`src/pds_pkg.sv`:
```
// Constants for the power-down sequencer
package pds_pkg;
  localparam int CLK_KHZ          = 10_000;
  localparam int OSC_KHZ          = 2_000;
  localparam int OSC_DIV          = CLK_KHZ / OSC_KHZ;
  localparam int CYC_PER_US       = CLK_KHZ / 1_000;
  localparam int TICK_PER_US      = OSC_KHZ / 1_000;
  // Timing limits in microseconds; TICK_MARGIN is in oscillator ticks
  localparam int T_TRIP_MIN_US    = 52;
  localparam int T_TRIP_MAX_US    = 120;
  localparam int T_PROJ_MAX_US    = 1_000;
  localparam int T_PROJ_FILT_US   = 20;
  localparam int T_PARK_MAX_US    = 280;
  localparam int T_DISCH_MAX_US   = 260;
  localparam int T_RST_MAX_US     = 500;
  localparam int TICK_MARGIN      = 8;
  // Interval lengths in oscillator ticks; margin covers first-tick phase
  localparam logic [9:0] TRIP_TICKS  = 10'(T_TRIP_MIN_US * TICK_PER_US + 2);
  localparam logic [9:0] PROJ_TICKS  = 10'(T_PROJ_FILT_US * TICK_PER_US);
  localparam logic [9:0] PARK_TICKS  = 10'(T_PARK_MAX_US * TICK_PER_US - TICK_MARGIN);
  localparam logic [9:0] DISCH_TICKS = 10'(T_DISCH_MAX_US * TICK_PER_US - TICK_MARGIN);
  localparam logic [9:0] ZERO_TICKS  = 10'h000;
  localparam logic [2:0] DIV_LAST    = 3'(OSC_DIV - 1);
  localparam logic [2:0] DIV_ZERO    = 3'h0;
  typedef enum logic [2:0] {
    PDS_IDLE  = 3'h0,
    PDS_WAIT  = 3'h1,
    PDS_PARK  = 3'h3,
    PDS_DISCH = 3'h2,
    PDS_DONE  = 3'h6
  } pds_state_t;
endpackage : pds_pkg

```
`src/pds_sequencer.sv`:
```
// Power-down sequencer: park, rail discharge, system reset
// What this block does
// - Main supply below trip threshold starts power-down by itself.
// - Projector-on request low is a second independent power-down trigger.
// - Park output falls 52 to 120 us after a main supply trip.
// - Park output falls within 1 ms after projector-on request goes low.
// - Offset rail discharge starts within 280 us of park falling.
// - Bias, offset and reset rails disabled and discharged within 260 us.
// - System reset falls within 500 us of discharge start.
module pds_sequencer (
  input  wire logic mclk_i,
  input  wire logic rst_b_i,
  input  wire logic main_supply_low_i,
  input  wire logic projector_on_request_i,
  output logic      mirror_park_n_o,
  output logic      bias_rail_en_o,
  output logic      offset_rail_en_o,
  output logic      mirror_reset_rail_en_o,
  output logic      rail_discharge_o,
  output logic      system_reset_n_o,
  output logic      pd_busy_o
);
  pds_pkg::pds_state_t state_ff;
  pds_pkg::pds_state_t nxt_state;
  logic [9:0]          cnt_ff;
  logic [9:0]          nxt_cnt;
  logic                src_proj_ff;
  logic                nxt_src_proj;
  logic                park_n_ff;
  logic                nxt_park_n;
  logic                rails_en_ff;
  logic                nxt_rails_en;
  logic                disch_ff;
  logic                nxt_disch;
  logic                sys_rst_n_ff;
  logic                nxt_sys_rst_n;
  logic                busy_ff;
  logic                nxt_busy;
  logic                tick;

  pds_tick_gen u_tick (
    .mclk_i  (mclk_i),
    .rst_b_i (rst_b_i),
    .tick_o  (tick)
  );

  always_comb begin
    nxt_state    = state_ff;
    nxt_cnt      = cnt_ff;
    nxt_src_proj = src_proj_ff;
    if (tick && cnt_ff != pds_pkg::ZERO_TICKS) begin
      nxt_cnt = cnt_ff - 10'h001;
    end
    unique case (state_ff)
      pds_pkg::PDS_IDLE: begin
        if (main_supply_low_i) begin
          nxt_state    = pds_pkg::PDS_WAIT;
          nxt_cnt      = pds_pkg::TRIP_TICKS;
          nxt_src_proj = 1'b0;
        end else if (!projector_on_request_i) begin
          nxt_state    = pds_pkg::PDS_WAIT;
          nxt_cnt      = pds_pkg::PROJ_TICKS;
          nxt_src_proj = 1'b1;
        end
      end
      pds_pkg::PDS_WAIT: begin
        // Trigger clearing now has no effect
        if (cnt_ff == pds_pkg::ZERO_TICKS) begin
          nxt_state = pds_pkg::PDS_PARK;
          nxt_cnt   = pds_pkg::PARK_TICKS;
        end
      end
      pds_pkg::PDS_PARK: begin
        if (cnt_ff == pds_pkg::ZERO_TICKS) begin
          nxt_state = pds_pkg::PDS_DISCH;
          nxt_cnt   = pds_pkg::DISCH_TICKS;
        end
      end
      pds_pkg::PDS_DISCH: begin
        if (cnt_ff == pds_pkg::ZERO_TICKS) begin
          nxt_state = pds_pkg::PDS_DONE;
        end
      end
      pds_pkg::PDS_DONE: begin
        nxt_state = pds_pkg::PDS_DONE;
      end
      default: begin
        nxt_state = pds_pkg::PDS_DONE;
      end
    endcase
  end

  // Outputs follow the next state so each comes straight from a flop
  always_comb begin
    nxt_park_n    = (nxt_state == pds_pkg::PDS_IDLE) || (nxt_state == pds_pkg::PDS_WAIT);
    nxt_rails_en  = nxt_park_n || (nxt_state == pds_pkg::PDS_PARK);
    nxt_disch     = !nxt_rails_en;
    nxt_sys_rst_n = (nxt_state != pds_pkg::PDS_DONE);
    nxt_busy      = (nxt_state != pds_pkg::PDS_IDLE);
  end

  always_ff @(posedge mclk_i or negedge rst_b_i) begin
    if (!rst_b_i) begin
      state_ff     <= pds_pkg::PDS_IDLE;
      cnt_ff       <= pds_pkg::ZERO_TICKS;
      src_proj_ff  <= 1'b0;
      park_n_ff    <= 1'b1;
      rails_en_ff  <= 1'b1;
      disch_ff     <= 1'b0;
      sys_rst_n_ff <= 1'b1;
      busy_ff      <= 1'b0;
    end else begin
      state_ff     <= nxt_state;
      cnt_ff       <= nxt_cnt;
      src_proj_ff  <= nxt_src_proj;
      park_n_ff    <= nxt_park_n;
      rails_en_ff  <= nxt_rails_en;
      disch_ff     <= nxt_disch;
      sys_rst_n_ff <= nxt_sys_rst_n;
      busy_ff      <= nxt_busy;
    end
  end

  assign mirror_park_n_o        = park_n_ff;
  assign bias_rail_en_o         = rails_en_ff;
  assign offset_rail_en_o       = rails_en_ff;
  assign mirror_reset_rail_en_o = rails_en_ff;
  assign rail_discharge_o       = disch_ff;
  assign system_reset_n_o       = sys_rst_n_ff;
  assign pd_busy_o              = busy_ff;

  // Helper: cycles spent in the current state
  logic [15:0] st_cyc_ff;
  always_ff @(posedge mclk_i or negedge rst_b_i) begin
    if (!rst_b_i) begin
      st_cyc_ff <= 16'h0000;
    end else if (nxt_state != state_ff) begin
      st_cyc_ff <= 16'h0000;
    end else if (st_cyc_ff != 16'hFFFF) begin
      st_cyc_ff <= st_cyc_ff + 16'h0001;
    end
  end

  int trip_min_cyc;
  int trip_max_cyc;
  int proj_max_cyc;
  int park_max_cyc;
  int disch_max_cyc;
  int rst_max_cyc;
  assign trip_min_cyc  = pds_pkg::T_TRIP_MIN_US * pds_pkg::CYC_PER_US;
  assign trip_max_cyc  = pds_pkg::T_TRIP_MAX_US * pds_pkg::CYC_PER_US;
  assign proj_max_cyc  = pds_pkg::T_PROJ_MAX_US * pds_pkg::CYC_PER_US;
  assign park_max_cyc  = pds_pkg::T_PARK_MAX_US * pds_pkg::CYC_PER_US;
  assign disch_max_cyc = pds_pkg::T_DISCH_MAX_US * pds_pkg::CYC_PER_US;
  assign rst_max_cyc   = pds_pkg::T_RST_MAX_US * pds_pkg::CYC_PER_US;
endmodule : pds_sequencer

```
`src/pds_tick_gen.sv`:
```
// Oscillator-rate tick divider
module pds_tick_gen (
  input  wire logic mclk_i,
  input  wire logic rst_b_i,
  output logic      tick_o
);
  logic [2:0] div_ff;
  logic [2:0] nxt_div;
  logic       tick_ff;
  logic       nxt_tick;

  always_comb begin
    nxt_div  = (div_ff == pds_pkg::DIV_LAST) ? pds_pkg::DIV_ZERO : div_ff + 3'h1;
    nxt_tick = (div_ff == pds_pkg::DIV_LAST);
  end

  always_ff @(posedge mclk_i or negedge rst_b_i) begin
    if (!rst_b_i) begin
      div_ff  <= pds_pkg::DIV_ZERO;
      tick_ff <= 1'b0;
    end else begin
      div_ff  <= nxt_div;
      tick_ff <= nxt_tick;
    end
  end

  assign tick_o = tick_ff;
endmodule : pds_tick_gen

```
`config.mk`:
```
export PLATFORM = sky130hd
export DESIGN_NAME = pds_sequencer
export DESIGN_NICKNAME = d
export VERILOG_FILES = /design/src/pds_pkg.sv /design/src/pds_sequencer.sv /design/src/pds_tick_gen.sv
export SDC_FILE = /design/constraint.sdc
export NUM_CORES = 1
export LEC_CHECK = 0
export ABC_AREA = 1
export BUFFER_PORTS_ARGS = -buffer_cell sky130_fd_sc_hd__buf_2
export CAP_MARGIN = 20
export CORE_AREA = 2 2 76 42
export DETAILED_ROUTE_END_ITERATION = 8
export DIE_AREA = 0 0 78 44
export PLACE_DENSITY = 0.73
export SLEW_MARGIN = 20
export SYNTH_ARGS = -nofsm -noshare
export SYNTH_HDL_FRONTEND = slang
export SYNTH_SLANG_ARGS = --single-unit
export TNS_END_PERCENT = 100
```
`constraint.sdc`:
```
create_clock -name mclk_i -period 3.2 [get_ports mclk_i]
set_input_delay 0 -clock mclk_i [delete_from_list [all_inputs] [get_ports mclk_i]]
set_output_delay 0 -clock mclk_i [all_outputs]
set_load 0.03 [all_outputs]
```
==> impl_metrics.yaml <==
run_status:
  status: "completed"
finish:
  layout-drive-gt1-share_pct: 23.53
  syn2layout_area_growth_pct: 12.65
  final_util_pct: 47.32
  antenna-diode-count: 0
  final_nets: 161
  fill_cells: 272
power_and_ir_drop:
  power.internal_mw: 0.3907
  swShare_pct: 20.09
  p_sw_mw: 0.09824
  power.density_nw_per_um2: 368.7
  p_comb_share_pct: 2.0
  pwr-share-clk_pct: 41.2
  power.static_leakage_nw: 0.6282
  seqPwrFrac_pct: 56.8
  ir_drop_mv: 0.2290
synth:
  synth_cells: 140
  synth_cell_types: 27
  synth_seq_area_share_pct: 47.08
  syn-cell-area_um2: 1177
  syn_area_per_cell_um2: 8.410
  synth_nets: 147
  ys_seq_elements: 22
  yosysWarnings: 0
worst_setup_path:
  max_stage_delay_ns: 0.37
  cp-end-kind: "register"
  critPathKind: "reg -> reg"
  cpMostUsedCell: "nand2_1"
  critPathArrivalTime_ns: 1.89
  crit_required_ns: 3.36
  worstPathCellList: "inv_1 > ha_1 > nand2_4 > nor2_4 > nor2_2 > nand2_1 > nand2_1 > nand3_1"
  cp-start-kind: "register"
  cp_slowest_cell: "dfrtp_1"
  worstPathMaxFanout: 11
floorplan:
  num_rows: 14
  die_area_um2: 3432
  chipWidth_um: 78
  ios: 11
  core-area_um2: 2803
  die_y_um: 44
  start_util_pct: 42.01
detailed_routing:
  drc: 0
  drt_iter0_markers: 75
  num_vias: 903
  viasPerCell: 4.679
  wire_per_inst_um: 12.18
  wl_mm: 2.350
  first_pass_iters: 5
  drtAntennaViolNets: 0
cts:
  cts-htree-levels: 1
  cts_root_buf: "clkbuf_8"
  post_cts_buffers: 0
  cts_tree: "yes"
  cts.repair.resized: 0
  numCtsBuffers: 3
  clk_latency_ns: 0.26
  cts_hold_buf: 2
  cts_max_path_buffers: 2
  path_clk_slew_ns: 0.08
  cts_sinks: 22
grt:
  grt_max_degree: 23
  overflow: 0
  grtUsageTotal_pct: 14.99
  grt_pass1_wl_mm: 3.815
  antenna_found_initial: 0
  grt_pass1_vias: 792
timing:
  slew_viol_final: 0
  fin_crit_sh_pct: 54.10
  min_period_ns: 1.731
  worstMarginPinSlew_ns: 0.4964
  rsz0062_at_grt: "no"
  fin_tns_setup_ns: 0
  maxSlewHeadroom_pct: 66.91
  clock.fmax_ghz: 0.5776
  finalHoldViolCount: 0
  finClkSkew_ns: 0.005736
  setup_violations: 0
placed_design:
  hpwl_mm: 1.790
  numPortBuffers: 10
  gp_congestion: 0.8490
hold_path:
  hold_path_class: "in -> reg"
job:
  cap_violations: 0
[worst paths after layout]
kind                                    end  slack (ns)  depth (start not counted)              startpoint
max                               cnt_ff[5]        1.47                          8               cnt_ff[0]
min                               pd_busy_o        0.05                          4  projector_on_request_i
max reg2reg                       cnt_ff[5]        1.47                          8               cnt_ff[0]
min reg2reg                u_tick.div_ff[0]        0.51                          1        u_tick.div_ff[0]
max in group asynchronous    bias_rail_en_o        2.61                          2                 rst_b_i
min in group asynchronous         cnt_ff[0]        0.23                          2                 rst_b_i
[placed cells by master, fill, tap and decap left out]
master / n
inv_2: 4
a21oi_2: 1
dfrtp_1: 19
xnor2_1: 2
a21oi_1: 2
ha_1: 3
nand2_1: 34
clkbuf_8: 4
o21ai_1: 6
nand3_2: 1
nor3_1: 1
nand2_4: 1
nor2_1: 17
dlygate4sd3_1: 2
xor2_1: 3
inv_1: 16
buf_2: 10
nand3b_1: 2
nor2_2: 5
dfstp_2: 3
nand3_4: 1
o211ai_1: 2
o21ai_4: 1
o21ai_0: 1
nor2_4: 2
nand2_2: 3
clkinv_1: 2
nand3_1: 5
[cell usage after synthesis]
library cell / number / area share (%)
nor3_1: 1 / 0.42
inv_1: 16 / 5.1
nor2_4: 2 / 1.9
o21ai_0: 1 / 0.42
a21oi_1: 2 / 0.85
buf_6: 1 / 0.96
nand3_4: 1 / 1.5
o21ai_4: 1 / 1.4
a21oi_2: 1 / 0.74
dfrtp_1: 19 / 40
nor2_1: 17 / 5.4
nand2_2: 3 / 1.6
xnor2_1: 2 / 1.5
ha_1: 3 / 3.2
o211ai_1: 2 / 1.3
nand2_4: 1 / 0.96
inv_2: 4 / 1.3
nand3b_1: 2 / 1.3
buf_4: 2 / 1.3
o21ai_1: 6 / 2.6
nand2_1: 34 / 11
nor2_2: 5 / 2.7
clkinv_1: 2 / 0.64
nand3_2: 1 / 0.85
dfstp_2: 3 / 6.7
xor2_1: 3 / 2.2
nand3_1: 5 / 2.1
[sequential cells by signal, summed over array words and instances, names as in the netlist]
name / flops
cnt_ff: 10
u_tick.tick_o: 1
rail_discharge_o: 1
mirror_park_n_o: 1
state_ff: 3
u_tick.div_ff: 3
pd_busy_o: 1
bias_rail_en_o: 1
system_reset_n_o: 1
[critical path: cells and delay by family (launching register included)]
family,cells,cell delay (ns)
flops,1,0.37
simple gates,6,0.85
buf+inv,1,0.10
fa+ha+maj,1,0.30
[per-layer routing]
layer / vias to the layer above / GRT usage [%] / routed length, um
met4: 0 / 3.158 / 8
met3: 2 / 5.000 / 143
met5: - / 0 / 0
met2: 26 / 22.93 / 1035
li1: 454 / - / -
met1: 421 / 21.05 / 1162
[power groups by stage]
| stage | Sequential, mW | Clock (mW) | Combinational [mW] |
|---|---|---|---|
| 6_report | 0.278 | 0.201 | 0.00961 |
| 5_1_grt | 0.278 | 0.217 | 0.0116 |
| 3_3_place_gp | 0.283 | 0 | 0.00806 |
| 2_1_floorplan | 0.283 | 0 | 0.000761 |
| 3_5_place_dp | 0.283 | 0 | 0.00846 |
| 4_1_cts | 0.278 | 0.208 | 0.0104 |
[logic make-up (layout without fill, tap and decap cells)]
family | after synthesis | in the layout | synth area share (%)
simple gates | 72 | 72 | 29.54
buf+inv | 25 | 38 | 9.245
flops | 22 | 22 | 47.08
compound gates | 13 | 13 | 7.226
xor+xnor | 5 | 5 | 3.720
fa+ha+maj | 3 | 3 | 3.188
[through the flow]
stage	hold slack, ns	worst slack, ns	cell area (um^2)	cells	total power [mW]
global route	0.07659	1.336	1326	193	0.5061
detailed placement	0.001395	1.468	1251	187	0.2918
finish	0.04997	1.469	1326	193	0.4890
CTS	0.04588	1.464	1326	193	0.4961
global placement	-0.01131	1.610	1251	187	0.2914
floorplan	-0.2956	1.730	1177	140	0.2842
[final cells by class]
class | count | area (um^2) | area share (%)
multi-input cells | 93 | 514.2 | 38.77
flip-flops and latches | 22 | 554.3 | 41.79
clock buffers | 4 | 55.05 | 4.151
well taps | 40 | 50.05 | 3.774
repair buffers | 12 | 70.07 | 5.283
inverters | 22 | 82.58 | 6.226
Note: power is estimated with default switching activity, not from simulation.
